<file path="src/pkg/bsl_pkg.sv">
// boot stream loader constants: header codes, address windows, sizes
// assumes a 32-bit word stream and a 32-bit byte-addressed memory space
package bsl_pkg;

  localparam logic [31:0] HDR_HALF_SPEED = 32'h0000_3779;
  localparam logic [31:0] HDR_FULL_SPEED = 32'h0000_377D;
  localparam logic [2:0]  HDR_WORDS      = 3'h6;
  localparam logic [2:0]  HDR_START_IDX  = 3'h5;
  localparam logic [31:0] ADDR_STEP      = 32'h0000_0004;

  localparam logic [31:0] SRAM_LO  = 32'h0040_0000;
  localparam logic [31:0] SRAM_HI  = 32'h0047_FFFF;
  localparam logic [31:0] FLASH_LO = 32'h0140_0000;
  localparam logic [31:0] FLASH_HI = 32'h015F_FFFF;
  localparam logic [31:0] DRAM_LO  = 32'h0200_0000;
  localparam logic [31:0] DRAM_HI  = 32'h02FF_FFFF;

  typedef enum logic [2:0] {
    BSL_HDR  = 3'b000,
    BSL_LEN  = 3'b001,
    BSL_DEST = 3'b011,
    BSL_DATA = 3'b010,
    BSL_DONE = 3'b110,
    BSL_ERR  = 3'b111
  } bsl_state_e;

endpackage

</file>
<file path="src/hw/bsl_loader.sv">
// boot stream loader: header check, load-block parsing, external memory writes
// assumes host words arrive on the same clock with valid/ready; memory write
// port accepts a word whenever o_mem_we is high
//
// Contract
// - header word 1 of 0x00003779 selects and latches half-speed sram.
// - header word 1 of 0x0000377D selects full-speed sram.
// - six-word header; words 2,3,4,6 zero; word 5 is the start address, stored.
// - each block opens with its length in bytes, four times its data words.
// - block word 2 is the destination, which must lie in external memory.
// - exactly the indicated number of data words are written in order.
// - any number of blocks, including none, are processed in turn.
// - a zero length word ends the image and stops block reading.
// - 00400000 to 0047FFFF decodes as the sram region.
// - 02000000 to 02FFFFFF decodes as the dram region.
// - 01400000 to 015FFFFF decodes as flash, not a data destination.
// - half speed runs the sram at half the core clock.
`timescale 1ns/100ps

module bsl_loader
(
  // clock and reset
  input  wire logic        i_clk,
  input  wire logic        i_nrst,
  // host word stream
  input  wire logic [31:0] i_word,
  input  wire logic        i_word_valid,
  output logic             o_word_ready,
  // external memory write port
  output logic             o_mem_we,
  output logic [31:0]      o_mem_addr,
  output logic [31:0]      o_mem_data,
  output logic             o_sram_space_select,
  output logic             o_flash_space_select,
  output logic             o_dram_space_select,
  // memory clocking and hand-over
  output logic             o_sram_half_speed,
  output logic             o_sram_clk_en,
  output logic             o_done,
  output logic             o_error,
  output logic [31:0]      o_start_addr
);

  bsl_pkg::bsl_state_e state_q;
  logic [2:0]          hdr_cnt_q;
  logic [29:0]         words_left_q;
  logic [31:0]         addr_q;
  logic                take;
  logic                dest_sram;
  logic                dest_dram;
  logic                dest_flash;
  logic                hdr_ok;

  // ready while parsing from the first edge after reset; the stream stalls in reset and after done or error
  assign take = i_word_valid && o_word_ready;

  // region decode of the incoming destination word
  assign dest_sram  = (i_word >= bsl_pkg::SRAM_LO) && (i_word <= bsl_pkg::SRAM_HI);
  assign dest_dram  = (i_word >= bsl_pkg::DRAM_LO) && (i_word <= bsl_pkg::DRAM_HI);
  assign dest_flash = (i_word >= bsl_pkg::FLASH_LO) && (i_word <= bsl_pkg::FLASH_HI);

  always_comb
  begin
    if (hdr_cnt_q == 3'h0)
    begin
      hdr_ok = (i_word == bsl_pkg::HDR_HALF_SPEED) ||
               (i_word == bsl_pkg::HDR_FULL_SPEED);
    end
    else if (hdr_cnt_q == (bsl_pkg::HDR_START_IDX - 3'h1))
    begin
      hdr_ok = 1'b1;
    end
    else
    begin
      hdr_ok = (i_word == 32'h0000_0000);
    end
  end

  // parser state
  always_ff @(posedge i_clk or negedge i_nrst)
  begin
    if (!i_nrst)
    begin
      state_q   <= bsl_pkg::BSL_HDR;
      hdr_cnt_q <= 3'h0;
    end
    else if (take)
    begin
      case (state_q)
        bsl_pkg::BSL_HDR:
        begin
          if (!hdr_ok)
          begin
            state_q <= bsl_pkg::BSL_ERR;
          end
          else if (hdr_cnt_q == (bsl_pkg::HDR_WORDS - 3'h1))
          begin
            state_q <= bsl_pkg::BSL_LEN;
          end
          hdr_cnt_q <= hdr_cnt_q + 3'h1;
        end
        bsl_pkg::BSL_LEN:
        begin
          // length in bytes; a zero word terminates, low bits assumed zero
          if (i_word[31:2] == 30'h0000_0000)
          begin
            state_q <= bsl_pkg::BSL_DONE;
          end
          else
          begin
            state_q <= bsl_pkg::BSL_DEST;
          end
        end
        bsl_pkg::BSL_DEST:
        begin
          if (dest_sram || dest_dram)
          begin
            state_q <= bsl_pkg::BSL_DATA;
          end
          else
          begin
            state_q <= bsl_pkg::BSL_ERR;
          end
        end
        bsl_pkg::BSL_DATA:
        begin
          if (words_left_q == 30'h0000_0001)
          begin
            state_q <= bsl_pkg::BSL_LEN;
          end
        end
        default:
        begin
          state_q <= state_q;
        end
      endcase
    end
  end

  // block word count
  always_ff @(posedge i_clk or negedge i_nrst)
  begin
    if (!i_nrst)
    begin
      words_left_q <= 30'h0000_0000;
    end
    else if (take && state_q == bsl_pkg::BSL_LEN)
    begin
      words_left_q <= i_word[31:2];
    end
    else if (take && state_q == bsl_pkg::BSL_DATA)
    begin
      words_left_q <= words_left_q - 30'h0000_0001;
    end
  end

  // write address
  always_ff @(posedge i_clk or negedge i_nrst)
  begin
    if (!i_nrst)
    begin
      addr_q <= 32'h0000_0000;
    end
    else if (take && state_q == bsl_pkg::BSL_DEST)
    begin
      addr_q <= i_word;
    end
    else if (take && state_q == bsl_pkg::BSL_DATA)
    begin
      addr_q <= addr_q + bsl_pkg::ADDR_STEP;
    end
  end

  // memory write port, registered one cycle after the data word is taken
  always_ff @(posedge i_clk or negedge i_nrst)
  begin
    if (!i_nrst)
    begin
      o_mem_we             <= 1'b0;
      o_mem_addr           <= 32'h0000_0000;
      o_mem_data           <= 32'h0000_0000;
      o_sram_space_select  <= 1'b0;
      o_flash_space_select <= 1'b0;
      o_dram_space_select  <= 1'b0;
    end
    else
    begin
      o_mem_we   <= take && (state_q == bsl_pkg::BSL_DATA);
      o_mem_addr <= addr_q;
      o_mem_data <= i_word;
      // flash never selected here: flash is not a legal destination
      o_flash_space_select <= 1'b0;
      // full window compare: a block that runs off its region selects neither
      o_sram_space_select  <= take && (state_q == bsl_pkg::BSL_DATA) &&
                              (addr_q >= bsl_pkg::SRAM_LO) &&
                              (addr_q <= bsl_pkg::SRAM_HI);
      o_dram_space_select  <= take && (state_q == bsl_pkg::BSL_DATA) &&
                              (addr_q >= bsl_pkg::DRAM_LO) &&
                              (addr_q <= bsl_pkg::DRAM_HI);
    end
  end

  // header results: speed choice and start address
  always_ff @(posedge i_clk or negedge i_nrst)
  begin
    if (!i_nrst)
    begin
      o_sram_half_speed <= 1'b0;
      o_start_addr      <= 32'h0000_0000;
    end
    else if (take && state_q == bsl_pkg::BSL_HDR)
    begin
      if (hdr_cnt_q == 3'h0)
      begin
        o_sram_half_speed <= (i_word == bsl_pkg::HDR_HALF_SPEED);
      end
      if (hdr_cnt_q == (bsl_pkg::HDR_START_IDX - 3'h1))
      begin
        o_start_addr <= i_word;
      end
    end
  end

  // sram clock enable: every cycle at full speed, every other at half
  always_ff @(posedge i_clk or negedge i_nrst)
  begin
    if (!i_nrst)
    begin
      o_sram_clk_en <= 1'b1;
    end
    else if (o_sram_half_speed)
    begin
      o_sram_clk_en <= !o_sram_clk_en;
    end
    else
    begin
      o_sram_clk_en <= 1'b1;
    end
  end

  // status and flow control
  always_ff @(posedge i_clk or negedge i_nrst)
  begin
    if (!i_nrst)
    begin
      o_done       <= 1'b0;
      o_error      <= 1'b0;
      o_word_ready <= 1'b0;
    end
    else
    begin
      o_done  <= (state_q == bsl_pkg::BSL_DONE);
      o_error <= (state_q == bsl_pkg::BSL_ERR);
      // ready falls on the same edge that enters done or error; stops the stream once parsing ends
      o_word_ready <= (state_q != bsl_pkg::BSL_DONE) &&
                      (state_q != bsl_pkg::BSL_ERR) &&
                      !(take && state_q == bsl_pkg::BSL_LEN && i_word[31:2] == 30'h0) &&
                      !(take && state_q == bsl_pkg::BSL_HDR && !hdr_ok) &&
                      !(take && state_q == bsl_pkg::BSL_DEST && !(dest_sram || dest_dram));
    end
  end

  // checks
  a_write_follows_data: assert property (@(posedge i_clk) disable iff (!i_nrst)
    take && state_q == bsl_pkg::BSL_DATA |=> o_mem_we && o_mem_data == $past(i_word))
    else $error("data word not written");
  a_addr_step: assert property (@(posedge i_clk) disable iff (!i_nrst)
    o_mem_we ##1 o_mem_we |-> o_mem_addr == $past(o_mem_addr) + bsl_pkg::ADDR_STEP)
    else $error("write address did not step by four");
  a_zero_len_ends: assert property (@(posedge i_clk) disable iff (!i_nrst)
    take && state_q == bsl_pkg::BSL_LEN && i_word == 32'h0000_0000 |=> ##1 o_done)
    else $error("terminator did not end the stream");
  a_done_stops: assert property (@(posedge i_clk) disable iff (!i_nrst)
    o_done |-> !o_word_ready && !o_mem_we)
    else $error("activity after done");
  a_bad_hdr_err: assert property (@(posedge i_clk) disable iff (!i_nrst)
    take && state_q == bsl_pkg::BSL_HDR && hdr_cnt_q == 3'h0 &&
    i_word != bsl_pkg::HDR_HALF_SPEED && i_word != bsl_pkg::HDR_FULL_SPEED |=> ##1 o_error)
    else $error("bad header not flagged");
  a_bad_dest_err: assert property (@(posedge i_clk) disable iff (!i_nrst)
    take && state_q == bsl_pkg::BSL_DEST && dest_flash |=> ##1 o_error)
    else $error("flash destination not rejected");
  a_half_speed: assert property (@(posedge i_clk) disable iff (!i_nrst)
    take && state_q == bsl_pkg::BSL_HDR && hdr_cnt_q == 3'h0 &&
    i_word == bsl_pkg::HDR_HALF_SPEED |=> o_sram_half_speed)
    else $error("half speed not latched");
  a_half_clk: assert property (@(posedge i_clk) disable iff (!i_nrst)
    o_sram_half_speed && $past(o_sram_half_speed) |->
    o_sram_clk_en != $past(o_sram_clk_en))
    else $error("half-speed enable not alternating");
  a_start_kept: assert property (@(posedge i_clk) disable iff (!i_nrst)
    take && state_q == bsl_pkg::BSL_HDR && hdr_cnt_q == (bsl_pkg::HDR_START_IDX - 3'h1)
    |=> o_start_addr == $past(i_word))
    else $error("start address not stored");
  a_region_ok: assert property (@(posedge i_clk) disable iff (!i_nrst)
    o_mem_we |-> o_sram_space_select != o_dram_space_select)
    else $error("write without one region selected");

endmodule

</file>
<file path="config.mk">
export PLATFORM = sky130hd
export DESIGN_NAME = bsl_loader
export DESIGN_NICKNAME = d
export VERILOG_FILES = /design/src/pkg/bsl_pkg.sv /design/src/hw/bsl_loader.sv
export SDC_FILE = /design/constraint.sdc
export NUM_CORES = 1
export LEC_CHECK = 0
export BUFFER_PORTS_ARGS = -buffer_cell sky130_fd_sc_hd__buf_2
export CORE_ASPECT_RATIO = 1.25
export CORE_UTILIZATION = 50
export DETAILED_ROUTE_END_ITERATION = 8
export PLACE_DENSITY = 0.76
export SLEW_MARGIN = 20
export SYNTH_ARGS = -nofsm -noshare
export SYNTH_HDL_FRONTEND = slang
export SYNTH_SLANG_ARGS = --single-unit
export TNS_END_PERCENT = 30
</file>
<file path="constraint.sdc">
create_clock -name i_clk -period 2.25 [get_ports i_clk]
set_clock_uncertainty 0.15 [all_clocks]
set_input_delay 0.1125 -clock i_clk [delete_from_list [all_inputs] [get_ports i_clk]]
set_output_delay 0.1125 -clock i_clk [all_outputs]
set_load 0.02 [all_outputs]
</file>
# Yosys cells after proc, flatten, opt, wreduce, memory -nomap -nowiden
# Cells that the tools add are included.
[classes] n_addsub=3 order_cmp=8 n_eq_ne=14 mux=13 n_reduce_logical=37
[op_table] operator="equality test 32 x 14 -> 1 bit, second input constant" n=2
[op_table] operator="greater-or-equal comparator 32 x 23 -> 1 bit, second input constant" n=2
[op_table] operator="greater-or-equal comparator 32 x 26 -> 1 bit, second input constant" n=2
[op_table] operator="<= comparator 32 x 23 -> 1 bit, second input constant" n=2
[op_table] operator="<= comparator 32 x 26 -> 1 bit, second input constant" n=2
[op_table] operator="two-way mux 32 bit" n=2
[op_table] operator="two-way mux 30 bit" n=2
[op_table] operator="adder 32 x 3 -> 32 bit, second input constant" n=1
[op_table] operator="zero test 32 bit" n=1
[op_table] operator="equality test 30 x 1 -> 1 bit, second input constant" n=1
[op_table] operator="zero test 30 bit" n=1
[op_table] operator="subtractor 30 x 1 -> 30 bit, second input constant" n=1
[op_table] operator="logical AND 1 bit" n=18
[op_table] operator="two-way mux 3 bit" n=5
[op_table] operator="equality test 3 bit, second input constant" n=4
[op_table] operator="one-hot mux 3 bit (4 select lines)" n=1
[op_table] operator="inequality test 3 bit, second input constant" n=3
[op_table] operator="equality test 3 x 2 -> 1 bit, second input constant" n=2
[op_table] operator="zero test 1 bit" n=6
[op_table] operator="zero test 3 bit" n=2
[op_table] operator="AND reduction 2 bit" n=3
[op_table] operator="AND reduction 4 bit" n=1
[op_table] operator="nonzero test 2 bit" n=2
[op_table] operator="nonzero test 4 bit" n=1
[op_table] operator="5 further kinds" n=8
[totals] reg_bits=172 input_bits=35 out_inout_bits=105 word_cells=90

# Longest topological paths before layout
[logic_depth] ltp_word=8 ltp_mapped=11 depth_no_buf=8

# Worst setup path before layout
# Ideal clock, no wire load.
[synth_timing] path_type="register to register" startpoint="register words_left_q[22]" endpoint="register state_q[0]" setup_time_ns=0.080 t_arrival_ns=2.273 t_required_ns=2.020 path_slack_ns=-0.253 path_stages_with_launch=7 n_path_buf=0 synth_period_minus_slack_ns=2.503 cell_sequence="dfrtp_1 > or3_4 > or4_4 > or3_4 > o31a_1 > a211oi_2 > mux2i_1"
[synth_via] elab_chain_len=3
[synth_rtl] element="start: declaration" line="bsl_loader.sv:46" source="logic [29:0] words_left_q;"
[synth_rtl] element="start signal: assignment" line="bsl_loader.sv:149" source="words_left_q <= i_word[31:2];"
[synth_rtl] element="start signal: assignment" line="bsl_loader.sv:153" source="words_left_q <= words_left_q - 30'h0000_0001;"
[synth_rtl] element="equality test 30 x 1 -> 1 bit" line="bsl_loader.sv:127" source="if (words_left_q == 30'h0000_0001)"
[synth_rtl] element="inequality test 2 bit (no source line)"
[synth_rtl] element="AND reduction 4 bit (no source line)"
[synth_rtl] element="end signal: assignment" line="bsl_loader.sv:122" source="state_q <= bsl_pkg::BSL_ERR;"
[synth_rtl] element="end signal: assignment" line="bsl_loader.sv:129" source="state_q <= bsl_pkg::BSL_LEN;"
[synth_rtl] element="end signal: assignment" line="bsl_loader.sv:134" source="state_q <= state_q;"
[synth_rtl] element="end: declaration" line="bsl_loader.sv:44" source="bsl_pkg::bsl_state_e state_q;"
# Every way passes these cells.
# A chain may end at the register's enable or synchronous reset.

# Worst setup path in the final report
# Same ends and word-level chain as after synthesis.

==> run_results.csv <==
group,metric,value,unit
worst_setup_path,arrival,2.70,ns
final_layout,final_common_cell,"dfrtp_1",
worst_setup_path,crit_path_top_delay_cell,"or4_4",
yosys,ys_warn_count,0,
outcome,violations,"setup timing",
route,drtAntennaViolNets,0,
final_layout,diodes,0,
sta,hold_slack,0.0580,ns
place,port_buffers,138,
final_layout,multi_input_area,2750,µm²
yosys,synth_cell_types,58,
clock_network,clock_path_buffers,2,
clock_network,htreeDepth,4,
sta,max-slew-margin-rel,0.567,
final_layout,final_nets,902,
floorplanning,die_w,109,µm
final_layout,fillerInstances,981,
place,dp_cells,979,
place,dp_slack,-0.208,ns
sta,finalSetupTns,-0.879,ns
sta,min_period,2.51,ns
worst_setup_path,path_buf_inv,0,
worst_setup_path,rr_endpoint,"state_q[0]",
yosys,synthArstFlopShare,1.00,
sta,fin_crit_sh,1.12,
sta,finalMaxSlewViolations,0,
yosys,syn_nets,664,
worst_hold_path,worstHoldPathType,"input port to asynchronous set/reset pin",
global_routing,grt_max_degree,67,
route,routed_wl,20900,µm
place,dpl.hpwl,13900,µm
global_routing,grt_pass1_vias,6441,
sta,finalSetupViolations,7,
global_routing,antenna_found_initial,1,
final_layout,syn_to_final_growth,34.7,%
worst_setup_path,cp_max_fo,3,
floorplanning,die_area,14700,µm²
route,drt-initial-drc-count,541,
yosys,synth.cell_area,7100,µm²
worst_setup_path,cp_common_cell,"or3_4",
sta,rsz0062_at_grt,"yes",
route,avgViaCountPerCell,6.07,
clock_network,clk_latency,0.42,ns
final_layout,stdcell_count,1048,
power,p_per_area,1120,nW/µm²
yosys,ys_seq_area_frac,0.606,
worst_setup_path,crit_family,"simple AND/OR/NAND/NOR gates",
yosys,synth_seq_cells,172,
clock_network,cts_root_buffer,"clkbuf_16",
clock_network,cts_tree,"done",
floorplanning,coreArea,13800,µm²
worst_setup_path,r2r_slack,-0.26,ns
floorplanning,die_y,135,µm
route,via_count,6366,
power,ir_worst_vdd,0.540,mV
floorplanning,ios,140,
sta,worst_pin_slew,0.634,ns
yosys,synth_edf_count,0,
worst_setup_path,cp-end-kind,"flop",
power,p_leak,4.53,nW
route,drtPass1Iterations,5,
sta,hold_viol_final,0,
sta,fmax,399,MHz
yosys,syn_inst,622,
final_layout,drive_gt1_frac,0.355,
clock_network,cts.sinks,172,
sta,setup_ws,-0.259,ns
worst_setup_path,required,2.44,ns
route,wl_per_cell,20.0,µm
yosys,avgSynthCellArea,11.4,µm²
clock_network,path_clk_slew,0.07,ns
worst_setup_path,r2r-start,"words_left_q[22]",
outcome,status,"finished, violations left",
global_routing,grt_usage,0.296,
worst_setup_path,cp_cell_sequence,"or3_4 -> or4_4 -> or3_4 -> o31a_1 -> a211oi_2 -> mux2i_1",
worst_setup_path,cp-start-kind,"flop",
floorplanning,rows,48,
place,gp_congestion,0.892,
worst_setup_path,critPathKind,"flop to flop",
yosys,synth_flop_cell,"dfrtp_1",
clock_network,numCtsBuffers,17,
global_routing,overflow,0,
final_layout,final_cell_mix,"169 x dfrtp_1, 138 x buf_2, 70 x buf_4",
global_routing,grt_pass1_wl,32900,µm
run,drv_cap,0,
worst_setup_path,critPathMaxStageDelay,0.43,ns
final_layout,seq_area,4310,µm²
route,drc_errors,0,
worst_setup_path,reg2regPathDepth,6,
floorplanning,start_util,0.514,
==> state kept, by name (all words and copies together), names as in the netlist, 3 cells and up <==
register / count
o_mem_data: 32
o_start_addr: 32
hdr_cnt_q: 3
addr_q: 32
o_mem_addr: 32
state_q: 3
words_left_q: 30
==> Yosys cell counts, types with 2 or more instances <==
cell | instances | share of area
o211ai_1 | 21 | 0.022
xor2_1 | 2 | 0.0025
a21o_1 | 2 | 0.0021
mux2i_1 | 13 | 0.018
or3_4 | 2 | 0.0032
o21ai_0 | 31 | 0.022
a21oi_1 | 28 | 0.020
o22ai_1 | 16 | 0.014
xnor2_1 | 3 | 0.0037
or3_1 | 6 | 0.0053
nor3b_1 | 3 | 0.0032
nand4_1 | 12 | 0.011
a22oi_1 | 7 | 0.0074
nand2b_1 | 2 | 0.0018
and3_1 | 6 | 0.0053
nor2_1 | 31 | 0.016
or2_2 | 6 | 0.0053
clkbuf_1 | 24 | 0.013
o21a_1 | 2 | 0.0021
nor3_1 | 12 | 0.0085
inv_1 | 16 | 0.0085
o31a_1 | 2 | 0.0025
o311ai_0 | 15 | 0.018
dfrtp_1 | 171 | 0.60
a221o_1 | 6 | 0.0085
mux2_2 | 30 | 0.048
a311oi_1 | 3 | 0.0037
a31oi_1 | 5 | 0.0044
nand2_1 | 67 | 0.035
nor4_2 | 2 | 0.0035
and4_1 | 2 | 0.0025
or4_1 | 5 | 0.0053
nand3_1 | 26 | 0.018
ha_1 | 7 | 0.012
nor4_1 | 13 | 0.011
==> what timing repair did <==
action / 4_1_cts / 5_1_grt
buffers inserted: 0 / 3
pin swaps: 1 / 6
hold buffers: 33 / 0
endpoints found under the hold margin: 292 / 0
gates resized for setup: 4 / 24
setup endpoints to repair: 13 / 36
gates cloned: 0 / 1
==> metal layers <==
metal	vias to the layer above	track usage	share of wire	wire length, µm
met3	72	0.0673	0.072	1500
met2	368	0.495	0.52	10800
met4	2	0.161	0.041	855
li1	2789	-	-	-
met1	3135	0.352	0.37	7700
met5	-	0	0.00062	13
==> logic make-up after synthesis <==
family,share of synthesized area
AND/OR/NAND/NOR,0.147
flip-flops,0.606
AO/OA/AOI/OAI,0.139
multiplexers,0.0659
buffers and inverters,0.0234
adder cells (fa/ha/maj),0.0123
XOR/XNOR,0.00617
other,0.000528
==> area by class of cell <==
class | instances | share of cell area
clock buffers | 21 | 0.0492
clock inverters | 11 | 0.0140
inverters | 16 | 0.00628
multi-input cells | 407 | 0.287
flip-flops and latches | 172 | 0.450
well taps | 175 | 0.0229
repair buffers | 246 | 0.170
==> power breakdown <==
group	total [mW]	switching, mW	internal, mW
clock	3.00	1.26	1.74
sequential	4.67	0.734	3.94
combinational	3.07	1.77	1.30
==> stage by stage <==
stage	utilization	area, µm²	power [mW]
5_1_grt	0.693	9570	11.3
3_3_place_gp	0.616	8510	7.31
4_1_cts	0.685	9460	10.6
2_1_floorplan	-	7130	6.25
6_report	0.693	9570	10.7
3_5_place_dp	0.616	8510	7.50
==> worst max path at each step <==
| stage | cells after the start | end | from |
|---|---|---|---|
| 2_1_floorplan | 5 | state_q[1] | words_left_q[22] |
| 3_3_place_gp | 5 | state_q[1] | words_left_q[23] |
| 3_5_place_dp | 6 | state_q[0] | words_left_q[23] |
| 4_1_cts | 6 | state_q[0] | words_left_q[23] |
| 5_1_grt | 6 | state_q[0] | words_left_q[23] |
| 6_report | 6 | state_q[0] | words_left_q[22] |
No activity file was read; power rests on OpenSTA's default activity.
